$ cat src/spi_param_defs.svh
`ifndef SPI_PARAM_DEFS_SVH
`define SPI_PARAM_DEFS_SVH

// Command opcodes.
`define OP_RESET_ENABLE 8'h66
`define OP_RESET 8'h99
`define OP_PARAM_READ 8'h5A

// Frame layout in serial clocks.
`define OPCODE_LAST_BIT 5'd7
`define ADDR_LAST_BIT 5'd23
`define DUMMY_LAST_CLK 5'd7

// Reset recovery time and its cycle count at the system clock rate.
`define T_RST_RECOVER_NS 30000
`define SYS_CLK_PERIOD_NS 50
`define RST_RECOVER_CYCLES \
    ((`T_RST_RECOVER_NS + `SYS_CLK_PERIOD_NS - 1) / `SYS_CLK_PERIOD_NS)

// Register byte offsets.
`define REG_CTRL 4'h0
`define REG_STATUS 4'h4
`define REG_VOLATILE 4'h8

// Field positions.
`define CTRL_SOFT_RESET_BIT 0
`define STATUS_RECOVER_BIT 0
`define STATUS_ARMED_BIT 1
`define STATUS_READING_BIT 2
`define STATUS_OP_BUSY_BIT 3
`define STATUS_COUNT_LSB 8
`define STATUS_COUNT_MSB 15
`define VOLATILE_MSB 20

// Reset values.
`define VOLATILE_RESET 21'h0_0000
`define READDATA_RESET 32'h0000_0000
`define RESET_COUNT_RESET 8'h00

// Vendor identification byte; the value is arbitrary.
`define VENDOR_ID_DEFAULT 8'h5A

`endif

$ cat src/flash_types_pkg.sv
package flash_types_pkg;

    typedef enum logic [2:0] {
        st_idle = 3'b000,
        st_opcode = 3'b001,
        st_addr = 3'b011,
        st_dummy = 3'b010,
        st_data = 3'b110,
        st_ignore = 3'b111
    } frame_state_e;

    typedef struct packed {
        logic suspend_flag;
        logic write_enable_latch;
        logic [2:0] wrap_setting_field;
        logic [7:0] continuous_read_field;
        logic [7:0] read_parameter_field;
    } volatile_s;

endpackage

$ cat src/param_table_rom.sv
`timescale 1ns/1ps
module param_table_rom #(
    // The default vendor byte is arbitrary.
    parameter logic [7:0] VENDOR_ID = 8'h5A
) (
    input wire logic [23:0] table_addr,
    output logic [7:0] table_byte
);
    // Anything outside the populated bytes, including the vendor table,
    // reads as erased flash.
    always_comb begin
        table_byte = 8'hFF;
        if (table_addr[23:8] == 16'h0000) begin
            case (table_addr[7:0])
                8'h00: table_byte = 8'h53;
                8'h01: table_byte = 8'h46;
                8'h02: table_byte = 8'h44;
                8'h03: table_byte = 8'h50;
                8'h04: table_byte = 8'h00;
                8'h05: table_byte = 8'h01;
                8'h06: table_byte = 8'h01;
                8'h08: table_byte = 8'h00;
                8'h09: table_byte = 8'h00;
                8'h0A: table_byte = 8'h01;
                8'h0B: table_byte = 8'h09;
                8'h0C: table_byte = 8'h30;
                8'h0D: table_byte = 8'h00;
                8'h0E: table_byte = 8'h00;
                8'h10: table_byte = VENDOR_ID;
                8'h11: table_byte = 8'h00;
                8'h12: table_byte = 8'h01;
                8'h13: table_byte = 8'h03;
                8'h14: table_byte = 8'h60;
                8'h15: table_byte = 8'h00;
                8'h16: table_byte = 8'h00;
                8'h30: table_byte = 8'hE5;
                8'h31: table_byte = 8'h20;
                8'h32: table_byte = 8'hF1;
                8'h36: table_byte = 8'h3F;
                8'h37: table_byte = 8'h00;
                8'h38: table_byte = 8'h44;
                8'h39: table_byte = 8'hEB;
                8'h3A: table_byte = 8'h08;
                8'h3B: table_byte = 8'h6B;
                8'h3C: table_byte = 8'h08;
                8'h3D: table_byte = 8'h3B;
                8'h3E: table_byte = 8'h42;
                8'h3F: table_byte = 8'hBB;
                8'h40: table_byte = 8'hEE;
                8'h46: table_byte = 8'h00;
                8'h4A: table_byte = 8'h00;
                8'h4C: table_byte = 8'h0C;
                8'h4D: table_byte = 8'h20;
                8'h4E: table_byte = 8'h0F;
                8'h4F: table_byte = 8'h52;
                8'h50: table_byte = 8'h10;
                8'h51: table_byte = 8'hD8;
                8'h52: table_byte = 8'h00;
                default: table_byte = 8'hFF;
            endcase
        end
    end
endmodule

$ cat src/serial_flash_reset_and_param_table.sv
// Operation
// - An accepted reset aborts internal work and clears all volatile state.
// - During reset recovery every incoming command is ignored.
// - Opcode 5Ah returns parameter table bytes from the given address.
// - Bytes 00h-06h hold signature, revision 1.0 and one extra header.
// - Bytes 07h, 0Fh and 17h always read FFh.
// - First header: ID 00h, rev 1.0, 9 dwords, pointer 000030h.
// - Second header: vendor ID, rev 1.0, 3 dwords, pointer 000060h.
// - Byte 30h reads E5h.
// - Byte 30h bits 1:0 are 01b; byte 31h holds erase opcode 20h.
// - Byte 32h reads F1h.
// - Bytes 38h, 39h read 44h and EBh.
// - Bytes 3Ah, 3Bh read 08h and 6Bh.
`timescale 1ns/1ps
`include "spi_param_defs.svh"
module serial_flash_reset_and_param_table
    import flash_types_pkg::*;
#(
    parameter int RST_CYCLES = `RST_RECOVER_CYCLES,
    parameter logic [7:0] VENDOR_ID = `VENDOR_ID_DEFAULT
) (
    input wire logic sys_clk,
    input wire logic srst,
    input wire logic spi_sclk,
    input wire logic spi_cs_n,
    input wire logic spi_si,
    output logic spi_so,
    output logic spi_so_oe_n,
    input wire logic op_busy,
    output logic op_abort,
    input wire logic [3:0] avs_address,
    input wire logic avs_read,
    input wire logic avs_write,
    input wire logic [31:0] avs_writedata,
    output logic [31:0] avs_readdata,
    output logic avs_waitrequest
);
    // Recovery must last at least as long as the eight-cycle hold that the checks rely on.
    if (RST_CYCLES < 8 || RST_CYCLES > 65535) begin : g_check
        $error("RST_CYCLES must lie in 8 to 65535");
    end

    // Pins are sampled through two flops; the third stage only delays the
    // second for edge detection. The serial clock must stay below one
    // eighth of the system clock so that every edge is seen.
    logic [2:0] sclk_sync;
    logic [2:0] cs_sync;
    logic [1:0] si_sync;
    logic sclk_rise;
    logic sclk_fall;
    logic cs_rise;
    logic cs_low;
    logic si_bit;

    always_ff @(posedge sys_clk) begin
        if (srst) begin
            sclk_sync <= 3'h0;
            cs_sync <= 3'h7;
            si_sync <= 2'h0;
        end else begin
            sclk_sync <= {sclk_sync[1:0], spi_sclk};
            cs_sync <= {cs_sync[1:0], spi_cs_n};
            si_sync <= {si_sync[0], spi_si};
        end
    end

    assign sclk_rise = sclk_sync[1] & ~sclk_sync[2];
    assign sclk_fall = ~sclk_sync[1] & sclk_sync[2];
    assign cs_rise = cs_sync[1] & ~cs_sync[2];
    assign cs_low = ~cs_sync[1];
    assign si_bit = si_sync[1];

    frame_state_e state;
    frame_state_e next_state;
    logic [4:0] bit_cnt;
    logic [4:0] next_bit_cnt;
    logic [7:0] shift_in;
    logic [7:0] next_shift_in;
    logic [7:0] opcode;
    logic [7:0] next_opcode;
    logic op_done;
    logic next_op_done;
    logic extra_clk;
    logic next_extra_clk;
    logic [23:0] tbl_addr;
    logic [23:0] next_tbl_addr;
    logic [2:0] out_cnt;
    logic [2:0] next_out_cnt;
    logic next_spi_so;
    logic next_spi_so_oe_n;
    logic [7:0] table_byte;
    logic recover_busy;
    wire logic out_bit = table_byte[3'd7 - out_cnt];

    param_table_rom #(
        .VENDOR_ID(VENDOR_ID)
    ) param_table_rom_inst (
        .table_addr(tbl_addr),
        .table_byte(table_byte)
    );

    always_comb begin
        next_state = state;
        next_bit_cnt = bit_cnt;
        next_shift_in = shift_in;
        next_opcode = opcode;
        next_op_done = op_done;
        next_extra_clk = extra_clk;
        next_tbl_addr = tbl_addr;
        next_out_cnt = out_cnt;
        next_spi_so = spi_so;
        next_spi_so_oe_n = spi_so_oe_n;
        if (!cs_low) begin
            next_state = st_idle;
            next_spi_so_oe_n = 1'b1;
        end else begin
            case (state)
                st_idle: begin
                    next_state = st_opcode;
                    next_bit_cnt = 5'd0;
                    next_op_done = 1'b0;
                    next_extra_clk = 1'b0;
                end
                st_opcode: begin
                    if (sclk_rise) begin
                        next_shift_in = {shift_in[6:0], si_bit};
                        next_bit_cnt = bit_cnt + 5'd1;
                        if (bit_cnt == `OPCODE_LAST_BIT) begin
                            next_opcode = {shift_in[6:0], si_bit};
                            next_op_done = 1'b1;
                            next_bit_cnt = 5'd0;
                            if (recover_busy) begin
                                next_state = st_ignore;
                            end else if ({shift_in[6:0], si_bit} ==
                                         `OP_PARAM_READ) begin
                                next_state = st_addr;
                            end else begin
                                next_state = st_ignore;
                            end
                        end
                    end
                end
                st_addr: begin
                    if (sclk_rise) begin
                        next_tbl_addr = {tbl_addr[22:0], si_bit};
                        next_bit_cnt = bit_cnt + 5'd1;
                        if (bit_cnt == `ADDR_LAST_BIT) begin
                            next_state = st_dummy;
                            next_bit_cnt = 5'd0;
                        end
                    end
                end
                st_dummy: begin
                    if (sclk_rise) begin
                        next_bit_cnt = bit_cnt + 5'd1;
                        if (bit_cnt == `DUMMY_LAST_CLK) begin
                            next_state = st_data;
                            next_out_cnt = 3'd0;
                        end
                    end
                end
                st_data: begin
                    // Bits leave MSB first on falling edges; the address
                    // steps once the last bit of a byte is out.
                    if (sclk_fall) begin
                        next_spi_so = out_bit;
                        next_spi_so_oe_n = 1'b0;
                        next_out_cnt = out_cnt + 3'd1;
                        if (out_cnt == 3'd7) begin
                            next_tbl_addr = tbl_addr + 24'h00_0001;
                        end
                    end
                end
                default: begin
                    if (sclk_rise) begin
                        next_extra_clk = 1'b1;
                    end
                end
            endcase
        end
    end

    always_ff @(posedge sys_clk) begin
        if (srst) begin
            state <= st_idle;
            bit_cnt <= 5'd0;
            shift_in <= 8'h00;
            opcode <= 8'h00;
            op_done <= 1'b0;
            extra_clk <= 1'b0;
            tbl_addr <= 24'h00_0000;
            out_cnt <= 3'd0;
            spi_so <= 1'b0;
            spi_so_oe_n <= 1'b1;
        end else begin
            state <= next_state;
            bit_cnt <= next_bit_cnt;
            shift_in <= next_shift_in;
            opcode <= next_opcode;
            op_done <= next_op_done;
            extra_clk <= next_extra_clk;
            tbl_addr <= next_tbl_addr;
            out_cnt <= next_out_cnt;
            spi_so <= next_spi_so;
            spi_so_oe_n <= next_spi_so_oe_n;
        end
    end

    // Reset sequencing. A frame is clean when exactly eight clocks carried
    // its opcode; any frame that clocked bits and is not a clean enable
    // cancels a pending enable.
    logic armed;
    logic next_armed;
    logic [15:0] recover_cnt;
    logic [15:0] next_recover_cnt;
    logic [7:0] reset_count;
    logic [7:0] next_reset_count;
    logic next_op_abort;
    logic clean_frame;
    logic spi_reset_go;
    logic soft_reset_go;
    logic reset_go;
    volatile_s vol;
    volatile_s next_vol;

    assign recover_busy = recover_cnt != 16'h0000;
    assign clean_frame = op_done & ~extra_clk & (state == st_ignore);
    assign spi_reset_go = cs_rise & clean_frame & armed & ~recover_busy &
        (opcode == `OP_RESET);
    assign soft_reset_go = avs_write & ~avs_waitrequest &
        (avs_address == `REG_CTRL) & avs_writedata[`CTRL_SOFT_RESET_BIT];
    assign reset_go = spi_reset_go | soft_reset_go;

    always_comb begin
        next_armed = armed;
        next_recover_cnt = recover_cnt;
        next_reset_count = reset_count;
        next_op_abort = reset_go;
        next_vol = vol;
        if (recover_busy || reset_go) begin
            next_armed = 1'b0;
        end else if (cs_rise && (op_done || bit_cnt != 5'd0)) begin
            next_armed = clean_frame &&
                (opcode == `OP_RESET_ENABLE);
        end
        if (reset_go) begin
            next_recover_cnt = 16'(RST_CYCLES);
            next_reset_count = reset_count + 8'h01;
        end else if (recover_busy) begin
            next_recover_cnt = recover_cnt - 16'h0001;
        end
        // The hardware reset wins over a software write in the same cycle.
        if (reset_go) begin
            next_vol = volatile_s'(`VOLATILE_RESET);
        end else if (avs_write && !avs_waitrequest &&
                     avs_address == `REG_VOLATILE) begin
            next_vol = volatile_s'(avs_writedata[`VOLATILE_MSB:0]);
        end
    end

    always_ff @(posedge sys_clk) begin
        if (srst) begin
            armed <= 1'b0;
            recover_cnt <= 16'h0000;
            reset_count <= `RESET_COUNT_RESET;
            op_abort <= 1'b0;
            vol <= volatile_s'(`VOLATILE_RESET);
        end else begin
            armed <= next_armed;
            recover_cnt <= next_recover_cnt;
            reset_count <= next_reset_count;
            op_abort <= next_op_abort;
            vol <= next_vol;
        end
    end

    // Avalon slave: every access is answered one cycle after it appears,
    // with a single low cycle of waitrequest.
    logic next_avs_waitrequest;
    logic [31:0] next_avs_readdata;

    always_comb begin
        next_avs_waitrequest = ~((avs_read | avs_write) & avs_waitrequest);
        next_avs_readdata = avs_readdata;
        if (avs_read && avs_waitrequest) begin
            next_avs_readdata = 32'h0000_0000;
            if (avs_address == `REG_STATUS) begin
                next_avs_readdata[`STATUS_RECOVER_BIT] = recover_busy;
                next_avs_readdata[`STATUS_ARMED_BIT] = armed;
                next_avs_readdata[`STATUS_READING_BIT] = state == st_data;
                next_avs_readdata[`STATUS_OP_BUSY_BIT] = op_busy;
                next_avs_readdata[`STATUS_COUNT_MSB:`STATUS_COUNT_LSB] =
                    reset_count;
            end else if (avs_address == `REG_VOLATILE) begin
                next_avs_readdata[`VOLATILE_MSB:0] = vol;
            end
        end
    end

    always_ff @(posedge sys_clk) begin
        if (srst) begin
            avs_waitrequest <= 1'b1;
            avs_readdata <= `READDATA_RESET;
        end else begin
            avs_waitrequest <= next_avs_waitrequest;
            avs_readdata <= next_avs_readdata;
        end
    end
endmodule

$ cat config.mk
export PLATFORM = sky130hd
export DESIGN_NAME = serial_flash_reset_and_param_table
export DESIGN_NICKNAME = d
export VERILOG_FILES = /design/src/flash_types_pkg.sv /design/src/param_table_rom.sv /design/src/serial_flash_reset_and_param_table.sv
export VERILOG_INCLUDE_DIRS = /design/src
export SDC_FILE = /design/constraint.sdc
export NUM_CORES = 1
export LEC_CHECK = 0
export BUFFER_PORTS_ARGS = -buffer_cell sky130_fd_sc_hd__clkbuf_2
export CAP_MARGIN = 20
export CORE_MARGIN = 2
export CORE_UTILIZATION = 30
export CTS_CLUSTER_SIZE = 10
export DETAILED_ROUTE_END_ITERATION = 12
export SLEW_MARGIN = 5
export SYNTH_ARGS = -nofsm -noshare
export SYNTH_HDL_FRONTEND = slang
export SYNTH_SLANG_ARGS = --single-unit
export TNS_END_PERCENT = 1
$ cat constraint.sdc
create_clock -name sys_clk -period 4.1 [get_ports sys_clk]
set_input_delay 0.41 -clock sys_clk [delete_from_list [all_inputs] [get_ports sys_clk]]
set_output_delay 0.41 -clock sys_clk [all_outputs]
set_load 0.02 [all_outputs]
[Word level (Yosys, flattened, before mapping)]
Memories as Yosys holds them, arrays and structs flattened. A register that Yosys moved wholly into a read port is not among the register bits.
Index checks and enable logic that the tools add are counted.
Storage, ports and cells
  flip-flop bits (word level): 131
  latch bits: 0
  memory bits (writable): 0
  bits in read-only memories: 1024
  output and inout bits: 36
  word-level logic and storage cells: 152
  memories: 1
Cells by class
  add/sub/neg operators: 6
  multiply operators: 0
  divide/modulo/power cells: 0
  order comparisons: 1
  equality and inequality tests: 21
  shift operators: 0
  muxes and demuxes: 41
  bitwise operators: 24
  reductions and logical operators: 33
Memory list
  (no name shown): depth 128, bits a word 8, rd ports 1, clocked after Yosys merged registers in 1, wr ports 0, line param_table_rom.sv:14  | case (table_addr[7:0])
Operator list (count)
  $mux 24: 3
  $pmux 24 s2: 1
  $mux 3: 11
  $mux 5: 6
  $add 24x1->24 const B: 1
  $mux 8: 3
  $mux 21: 1
  $mux 10: 2
  $pmux 5 s4: 1
  $eq 8x7->1 const B: 2
  $logic_not 16->1: 1
  $ne 2x2->1 const B: 8
  $reduce_bool 16->1: 1
  $sub 16x1->16 const B: 1
  $reduce_and 5->1: 3
  $mux 7: 2
  $and 1x1->1: 13
  $pmux 3 s4: 1
  $reduce_bool 2->1: 5
  $eq 3x3->1 const B: 3
  $not 1->1: 9
  $reduce_and 3->1: 3
  $add 8x1->8 const B: 1
  $eq 8x8->1 const B: 1
  28 further kinds: 43

[Depth between registers and ports, before layout]
Gate-level depths: netlist of run 1.
  depth in word-level cells: 10
  depth in mapped cells: 14

[By module]
From an unflattened synthesis of run 1, not the netlist that was laid out.
Second synthesis, totals
  cells, all modules: 875
  area, all modules: 7039.3 um^2
By module, submodules not included
  serial_flash_reset_and_param_table: times used 1, cells an instance 736, area an instance 6102.1 um^2
  param_table_rom: times used 1, cells an instance 139, area an instance 937.1 um^2

[Worst setup path before layout of run 1]
OpenSTA, ideal clock, no wires.
  path type: register to register
  start: reg out_cnt[0]
  end: reg with a tool-made name
  library setup time: 0.070 ns
  arrival: 2.995 ns
  data required time: 4.030 ns
  path slack: 1.035 ns
  stages on the path, launching flop included: 15
  buffers on the path: 1
  path through: dfxtp_1 -> ha_1 -> ha_1 -> and4bb_1 -> and2_1 -> buf_4 -> o221ai_1 -> o21ai_1 -> nor2_1 -> inv_1 -> ha_1 -> o21ai_0 -> a21oi_1 -> a221o_1 -> o21ai_1
RTL lines
  start: declaration: line serial_flash_reset_and_param_table.sv:87  | logic [2:0] out_cnt;
  start signal: assignment: line serial_flash_reset_and_param_table.sv:203  | out_cnt <= next_out_cnt;

==> out/qor.csv, run 1 <==
stage,metric,value,unit
timing,max_slew_margin,0.424,
finish,diodes,0,
logic_synthesis,synthCells,871,
power_and_ir_drop,sw_frac_of_total,0.262,
clock_network,post_cts_buffers,0,
logic_synthesis,synthFlopType,dfxtp_1,
clock_network,cts-root-buf,clkbuf_16,
floorplanning,io-pin-count,80,
logic_synthesis,yosysSeqAreaShare,0.396,
finish,fin_cells,1240,
drt,drt_wl_total,17.1,mm
logic_synthesis,synth_compound_gate_area_share,0.208,
logic_synthesis,yosysWarnings,0,
logic_synthesis,syn_area_per_cell,8.06,um2
logic_synthesis,synth-async-reset-ratio,0,
power_and_ir_drop,p_int,0.00265,W
place,gp_congestion,0.916,
clock_network,cts_tree,built,
logic_synthesis,muxShareOfSynthArea,0.0387,
logic_synthesis,synth_edf_count,0,
logic_synthesis,synth.ff_latch_count,139,
global_route,grt_start_max_net_pins,57,
clock_network,cts_sinks,139,
drt,vias_per_cell,5.06,
timing,clock_skew,0.0104,ns
setup_path,cp-startpoint,out_cnt[0],
clock_network,clkTransAtPathRegs,0.06,ns
floorplanning,core,22800,um2
floorplanning,die_h,157,um
drt,drtIter0Drc,507,
power_and_ir_drop,p_sw,0.000941,W
logic_synthesis,synth_top_family_by_area,simple AND/OR/NAND/NOR gates,
floorplanning,start_util,0.308,
setup_path,critical_path_class,flop to flop,
power_and_ir_drop,pwr-share-clk,0.460,
drt,drc,0,
finish,syn2layout_area_growth,17.0,%
clock_network,clk_latency,0.42,ns
global_route,grt-ovfl-total,0,
timing,slew_violations,0,
place,dp_hpwl,11.7,mm
clock_network,cts_made_buffers,17,
setup_path,cp_max_fo,7,
clock_network,cts_resized,0,
drt,drt.antenna.violating_nets,0,
timing,setup_tns,0,ns
floorplanning,die_w,157,um
power_and_ir_drop,vdd_drop_max,0.294,mV
floorplanning,die_area,24700,um2
global_route,antenna_found_initial,0,
finish,final_cell_mix,"139 x dfxtp_1, 115 x nand2_1, 105 x nor2_1",
setup_path,crit_required,4.44,ns
global_route,grt_pass1_vias,5696,
logic_synthesis,synthAdderAreaFrac,0.0249,
finish,nets,972,
setup_path,endpoint_kind,flop,
logic_synthesis,synthXorXnorAreaFrac,0.0212,
power_and_ir_drop,pwr-share-seq,0.409,
setup_path,rrSetupSlack,0.59,ns
drt,routedWlPerCell,13.8,um
timing,setup_viol,0,
finish,fin_area,8220,um2
drt,firstDrtPassIters,5,
timing,finalCriticalPeriod,3.51,ns
run_status,status,finished clean,
timing,max_freq,285,MHz
power_and_ir_drop,p_leak,3.06,nW
setup_path,r2r_start,out_cnt[0],
timing,rsz0062_at_grt,no,
timing,hold_viol_final,0,
finish,mostFrequentLayoutCell,dfxtp_1,
global_route,grt_pass1_wl,28.3,mm
flow_run,cap_violations,0,
global_route,grt_usage,0.139,
clock_network,clockBufferDepth,2,
logic_synthesis,synthSimpleGateAreaFrac,0.255,
setup_path,cp.arrival,3.84,ns
timing,worstMarginPinSlew,0.864,ns
logic_synthesis,synth_area,7020,um2
finish,post_route_cells_drive_above_1_share,0.160,
power_and_ir_drop,power_density,437,nW/um2
place,placed_cells,1207,
setup_path,reg2regPathDepth,13,
power_and_ir_drop,combPwrFrac,0.130,
finish,fin_util,0.361,
drt,vias,6271,
place,port_buffers,57,
setup_path,startpoint_type,flop,
timing,finalCritPeriodShare,0.856,
worst_hold_path,whs_path_depth,2,
place,placed_cell_area,7570,um2
clock_network,hold_buffers,0,
floorplanning,rows,55,
clock_network,htreeDepth,4,
logic_synthesis,ys_types,82,
worst_hold_path,min_path_type,input port to flop,
kinds of logic (layout without fill, tap and decap cells):
family,after synthesis,count (layout)
compound gates,224,224
xor+xnor,17,17
fa+ha+maj,14,14
buf+inv,79,125
flops,139,139
mux,24,24
other cells,1,11
simple gates,373,373
synth_stat cells (4+ instances only):
| master | count | area, um2 |
|---|---|---|
| buf_2 | 11 | 55.1 |
| xnor2_1 | 10 | 87.6 |
| buf_4 | 14 | 105 |
| nor4_1 | 11 | 68.8 |
| or3_1 | 8 | 50.1 |
| a31oi_1 | 6 | 37.5 |
| mux2i_1 | 17 | 170 |
| o21ai_0 | 39 | 195 |
| dfxtp_1 | 139 | 2780 |
| a211oi_1 | 8 | 60.1 |
| inv_1 | 13 | 48.8 |
| or2_2 | 6 | 37.5 |
| and3_1 | 8 | 50.1 |
| clkbuf_1 | 30 | 113 |
| nand2b_1 | 5 | 31.3 |
| ha_1 | 14 | 175 |
| o21a_1 | 4 | 30.0 |
| nand2_1 | 115 | 432 |
| nor2b_1 | 12 | 75.1 |
| a22oi_1 | 9 | 67.6 |
| and2_1 | 8 | 50.1 |
| a221oi_1 | 15 | 131 |
| xor2_1 | 7 | 61.3 |
| o21ai_1 | 6 | 30.0 |
| nor3_1 | 30 | 150 |
| nor2_1 | 105 | 394 |
| a21oi_1 | 90 | 450 |
| nand3_1 | 37 | 185 |
| mux2_2 | 5 | 56.3 |
| a22o_1 | 5 | 43.8 |
area by class of cell:
class | instances | area, um2
inverter | 18 | 67.6
multi-input combinational | 663 | 3900
fill | 2343 | 14600
tap | 313 | 392
clock buffer | 17 | 425
clock inverter | 15 | 214
sequential | 139 | 2780
timing repair buffer | 75 | 435
state kept, by name (all words and copies together) (netlist names), 2 cells and up, named ones only:
name / cells
recover_cnt: 16
si_sync: 2
opcode: 8
reset_count: 8
tbl_addr: 24
state: 3
shift_in: 7
bit_cnt: 5
avs_readdata: 21
sclk_sync: 3
cs_sync: 3
out_cnt: 3
vol: 21
power by group through the flow:
stage          clock (W)  combinational [W]  sequential [W]
3_3_place_gp           0           0.000462         0.00150
6_report         0.00165           0.000467         0.00147
2_1_floorplan          0           0.000367         0.00150
3_5_place_dp           0           0.000469         0.00150
5_1_grt          0.00175           0.000533         0.00148
4_1_cts          0.00169           0.000471         0.00147
worst min path at each step:
stage / slack (ns) / endpoint / start
after CTS: 0.16 / cs_sync[0] / spi_cs_n
final: 0.18 / cs_sync[0] / spi_cs_n
after global routing: 0.16 / cs_sync[0] / spi_cs_n
after global placement: 0.40 / cs_sync[1] / cs_sync[0]
after detailed placement: 0.41 / cs_sync[1] / cs_sync[0]
after floorplan: 0.39 / cs_sync[1] / cs_sync[0]
layer usage:
metal | share of wire | wire length (um) | GRT usage
met1 | 0.49 | 8410 | 0.195
met2 | 0.44 | 7550 | 0.217
met3 | 0.062 | 1060 | 0.0300
met4 | 0.0079 | 135 | 0.0363
met5 | 0 | 0 | 0
metrics by stage:
step                      worst slack, ns  total power [W]  hold slack [ns]
after global routing                0.272          0.00377            0.164
after floorplan                      1.03          0.00186            0.389
after detailed placement            0.659          0.00197            0.407
final                               0.591          0.00359            0.181
after global placement              0.674          0.00196            0.396
after CTS                           0.623          0.00363            0.164
worst max-delay path, stage by stage (launching register included):
cell	delay (ns)
dfxtp_1	0.37
ha_1	0.23
ha_1	0.17
and4bb_1	0.20
and2_1	0.28
o221ai_1	0.33
o21ai_1	0.21
nor2_1	0.36
inv_1	0.16
ha_1	0.39
o21ai_0	0.18
a21oi_1	0.12
a221o_1	0.35
o21ai_1	0.09
(Power assumes the default switching activity.)
==> inputs of run 2 (changes only) <==
- CORE_UTILIZATION: 30 -> 45
- clock period: 4.1 -> 4.4 ns (I/O delays scaled with it)
==> run 2 against run 1 <==
Effect of this change:
- clock-buffer cell count is 3 higher
- core utilization is 16 points higher
- worst setup slack better by 0.0077 ns
- non-clock buffer count is 5 lower
- clock skew is 0.0028 ns higher
==> out/qor.csv, run 2 (synthesis gave the netlist of run 1 again) <==
stage,metric,value,unit
run_status,status,finished clean,
global_route,grt-ovfl-total,0,
clock_network,htreeDepth,4,
setup_path,rrSetupSlack,0.60,ns
drt,drtIter0Drc,450,
clock_network,cts-root-buf,clkbuf_16,
worst_hold_path,holdCritStartpoint,spi_cs_n,
timing,max_slew_margin,0.420,
clock_network,cts_tree,built,
power_and_ir_drop,vdd_drop_max,0.278,mV
timing,setup_viol,0,
floorplanning,die_w,129,um
setup_path,endpoint_kind,flop,
setup_path,cp.arrival,4.09,ns
finish,mostFrequentLayoutCell,dfxtp_1,
finish,largest_reg_flops,24,
clock_network,post_cts_buffers,0,
floorplanning,die_area,16600,um2
finish,final_cell_mix,"139 x dfxtp_1, 115 x nand2_1, 105 x nor2_1",
place,port_buffers,57,
clock_network,clockBufferDepth,2,
place,placed_cells,1078,
timing,worstMarginPinSlew,0.871,ns
setup_path,cp-startpoint,state[2],
drt,routedWlPerCell,16.1,um
finish,fin_cells,1110,
finish,reg_top3,"tbl_addr: 24 flops, avs_readdata: 21 flops, vol: 21 flops",
finish,syn2layout_area_growth,13.5,%
setup_path,reg2regPathDepth,12,
timing,slew_violations,0,
global_route,grt_pass1_vias,6051,
setup_path,cp_max_fo,21,
drt,firstDrtPassIters,6,
finish,n_fill_cell,1437,
global_route,grt_usage,0.220,
worst_hold_path,min_path_type,input port to flop,
timing,setup_tns,0,ns
clock_network,cts_resized,0,
clock_network,cts_sinks,139,
drt,drc,0,
finish,fin_area,7970,um2
floorplanning,io-pin-count,80,
drt,vias_per_cell,5.77,
power_and_ir_drop,p_leak,3.01,nW
floorplanning,rows,45,
setup_path,critical_path_class,flop to flop,
floorplanning,die_h,129,um
setup_path,r2r_start,state[2],
place,dp_hpwl,12.1,mm
finish,nets,967,
timing,rsz0062_at_grt,no,
clock_network,clk_latency,0.43,ns
drt,drt_wl_total,17.9,mm
timing,hold_viol_final,0,
clock_network,hold_buffers,0,
setup_path,crit_required,4.69,ns
power_and_ir_drop,power_density,412,nW/um2
timing,clock_skew,0.0132,ns
global_route,antenna_found_initial,0,
finish,top_register,tbl_addr,
setup_path,startpoint_type,flop,
timing,finalCriticalPeriod,3.80,ns
drt,vias,6405,
floorplanning,start_util,0.462,
timing,holdWs,0.200,ns
place,gp_congestion,0.899,
flow_run,cap_violations,0,
finish,post_route_cells_drive_above_1_share,0.152,
global_route,grt_pass1_wl,29.6,mm
finish,diodes,0,
place,placed_cell_area,7370,um2
clock_network,cts_made_buffers,17,
timing,max_freq,263,MHz
floorplanning,core,15200,um2
clock_network,clkTransAtPathRegs,0.06,ns
global_route,grt_start_max_net_pins,64,
timing,finalCritPeriodShare,0.864,
drt,drt.antenna.violating_nets,0,
-- run 2: cell types whose count changed in the layout (fill, tap and decap cells not counted), sizes merged --
cell      change
clkinvlp      -1
bufinv        -1
clkbuf        +2
clkinv        +1
inv           -2
buf           -4
-- run 2: cell type report --
type	count	area [um2]	area share
timing repair buffer	70	383	0.0480
multi-input combinational	663	3900	0.489
sequential	139	2780	0.349
inverter	18	67.6	0.00848
clock buffer	20	437	0.0548
tap	188	235	0.0295
clock inverter	12	165	0.0207
-- run 2: critical path, stage by stage (launching register included) --
cell      delay (ns)
dfxtp_1         0.60
and3b_1         0.44
nand2_1         0.36
nand2_1         0.18
buf_4           0.26
mux2i_1         0.13
nor2_1          0.38
inv_1           0.19
ha_1            0.25
o21ai_0         0.17
a21oi_1         0.05
nor4_1          0.50
a221oi_2        0.14
-- run 2: through the flow --
stage / setup WS [ns] / utilization / power [W]
final: 0.598 / 0.524 / 0.00328
after global routing: 0.293 / 0.524 / 0.00343
after CTS: 0.662 / 0.524 / 0.00331
after detailed placement: 0.736 / 0.485 / 0.00184
after global placement: 0.724 / 0.485 / 0.00181
after floorplan: 1.33 / - / 0.00174
-- run 2: report_power, final --
| group | internal (W) | leakage (nW) | total, W | switching (W) |
|---|---|---|---|---|
| sequential | 0.00132 | 1.13 | 0.00137 | 0.0000522 |
| clock | 0.000900 | 0.287 | 0.00147 | 0.000570 |
| combinational | 0.000177 | 1.60 | 0.000439 | 0.000262 |
-- run 2: worst min path at each step --
stage	end	slack, ns	cells after the start
after global placement	cs_sync[1]	0.39	1
after CTS	cs_sync[0]	0.19	2
after global routing	cs_sync[0]	0.19	2
after detailed placement	cs_sync[1]	0.40	1
after floorplan	cs_sync[1]	0.39	1
final	cs_sync[0]	0.20	2
-- run 2: metal layers --
metal  vias to the layer above  wire, um  share of wire  global-route usage
met4                         0       227          0.013              0.0684
met1                      3029      8610           0.48               0.290
li1                       3177         -              -                   -
met3                        26       731          0.041              0.0520
met2                       173      8290           0.46               0.358
met5                         -         0              0                   0
==> inputs of run 3 (changes only) <==
- BUFFER_PORTS_ARGS: -buffer_cell sky130_fd_sc_hd__clkbuf_2 -> -buffer_cell sky130_fd_sc_hd__buf_4
==> run 3 against run 2 <==
Effect of this change:
- maximum frequency grew 3.8%
- final cell count is essentially flat
- largest power group unchanged
- first-iteration DRC count increased by 5.6%
- routed wire length decreased by 0.71%
- register-to-register slack gained 0.14 ns
- total power decreased by 1.7%
- worst hold slack better by 0.0083 ns
- non-clock buffer count rose by 3
- core utilization rose by 0.91 points
==> out/qor.csv, run 3 (synthesis gave the netlist of run 1 again) <==
stage,metric,value,unit
finish,fin_area,8110,um2
timing,slew_violations,0,
finish,n_fill_cell,1418,
drt,firstDrtPassIters,5,
drt,drc,0,
drt,vias_per_cell,5.75,
place,gp_congestion,0.894,
floorplanning,die_h,129,um
drt,routedWlPerCell,16.0,um
power_and_ir_drop,finalPower,0.00323,W
setup_path,crit_required,4.74,ns
clock_network,clockBufferDepth,2,
global_route,grt_pass1_wl,28.9,mm
clock_network,cts_resized,0,
power_and_ir_drop,p_leak,3.05,nW
floorplanning,die_w,129,um
finish,reg_top3,"tbl_addr: 24 flops, avs_readdata: 21 flops, vol: 21 flops",
setup_path,cp.arrival,4.00,ns
finish,post_route_cells_drive_above_1_share,0.155,
finish,mostFrequentLayoutCell,dfxtp_1,
finish,top_register,tbl_addr,
finish,diodes,0,
clock_network,htreeDepth,4,
clock_network,clkTransAtPathRegs,0.06,ns
global_route,grt_pass1_vias,5949,
place,placed_cell_area,7530,um2
timing,worstMarginPinSlew,1.03,ns
finish,final_cell_mix,"139 x dfxtp_1, 115 x nand2_1, 105 x nor2_1",
clock_network,clk_latency,0.42,ns
flow_run,cap_violations,0,
timing,rsz0062_at_grt,no,
global_route,grt_usage,0.216,
floorplanning,start_util,0.462,
floorplanning,core,15200,um2
timing,max_slew_margin,0.308,
setup_path,critical_path_class,flop to flop,
timing,finalCritPeriodShare,0.832,
floorplanning,rows,45,
timing,clock_skew,0.0123,ns
global_route,grt_start_max_net_pins,72,
timing,hold_viol_final,0,
floorplanning,io-pin-count,80,
floorplanning,die_area,16600,um2
clock_network,cts_sinks,139,
clock_network,hold_buffers,0,
timing,setup_viol,0,
finish,syn2layout_area_growth,15.4,%
place,port_buffers,57,
place,pre_cts_ws,0.841,ns
drt,drt.antenna.violating_nets,0,
drt,drt_wl_total,17.7,mm
timing,setup_tns,0,ns
run_status,status,finished clean,
setup_path,rrSetupSlack,0.74,ns
timing,finalCriticalPeriod,3.66,ns
clock_network,post_cts_buffers,0,
setup_path,startpoint_type,flop,
global_route,antenna_found_initial,0,
setup_path,endpoint_kind,flop,
clock_network,cts_made_buffers,17,
power_and_ir_drop,vdd_drop_max,0.362,mV
setup_path,cp_max_fo,21,
global_route,grt-ovfl-total,0,
place,dp_hpwl,12.3,mm
worst_hold_path,min_path_type,input port to flop,
clock_network,cts-root-buf,clkbuf_16,
power_and_ir_drop,power_density,398,nW/um2
finish,nets,970,
timing,max_freq,273,MHz
timing,setup_ws,0.738,ns
drt,drtIter0Drc,475,
drt,vias,6393,
clock_network,cts_tree,built,
finish,largest_reg_flops,24,
[run 3: changes by cell type in the layout (fill, tap and decap cells not counted), sizes merged]
cell,delta
buf,+59
clkbuf,-56
clkinvlp,+2
inv,-2
bufinv,-1
clkinv,-1
[run 3: per-stage QoR]
stage	cells	util	hold WS [ns]
6_report	1111	0.533	0.208
5_1_grt	1111	0.533	0.194
4_1_cts	1111	0.533	0.188
3_5_place_dp	1081	0.495	0.402
3_3_place_gp	1081	0.495	0.394
2_1_floorplan	881	-	0.389
[run 3: final timing paths]
path / start / depth (start not counted) / end
worst min-delay path: spi_cs_n / 2 / cs_sync[0]
worst max register to register: state[2] / 13 / flop
worst min register to register: cs_sync[0] / 1 / cs_sync[1]
worst max-delay path: state[2] / 13 / flop
[run 3: layer usage]
layer | vias to the layer above | part of all wire | track usage
met5 | - | 0 | 0
met4 | 0 | 0.013 | 0.0716
met3 | 25 | 0.058 | 0.0470
met2 | 220 | 0.46 | 0.347
met1 | 2985 | 0.47 | 0.289
li1 | 3163 | - | -
[run 3: report_power, final]
| group | internal (W) | leakage, nW | switching [W] | total (W) |
|---|---|---|---|---|
| registers | 0.00132 | 1.13 | 0.0000512 | 0.00137 |
| clock network | 0.000857 | 0.270 | 0.000534 | 0.00139 |
| logic | 0.000196 | 1.66 | 0.000267 | 0.000464 |
[run 3: worst max-delay path, stage by stage, from the launching register on]
cell and delay [ns]:
dfxtp_1 0.60, and3b_1 0.26, buf_4 0.18, nand2_1 0.29, nand2_1 0.19, buf_4 0.26, mux2i_1 0.13, nor2_1 0.32
inv_1 0.16, ha_1 0.39, o21ai_0 0.21, a21oi_1 0.14, a221o_1 0.36, o21ai_1 0.08
[run 3: layout make-up]
type                       count  area (um2)  area share
multi-input combinational    663        3900       0.481
sequential                   139        2780       0.343
timing repair buffer          73         548      0.0676
clock buffer                  20         457      0.0563
tap                          188         235      0.0290
clock inverter                10         118      0.0145
inverter                      18        67.6     0.00833
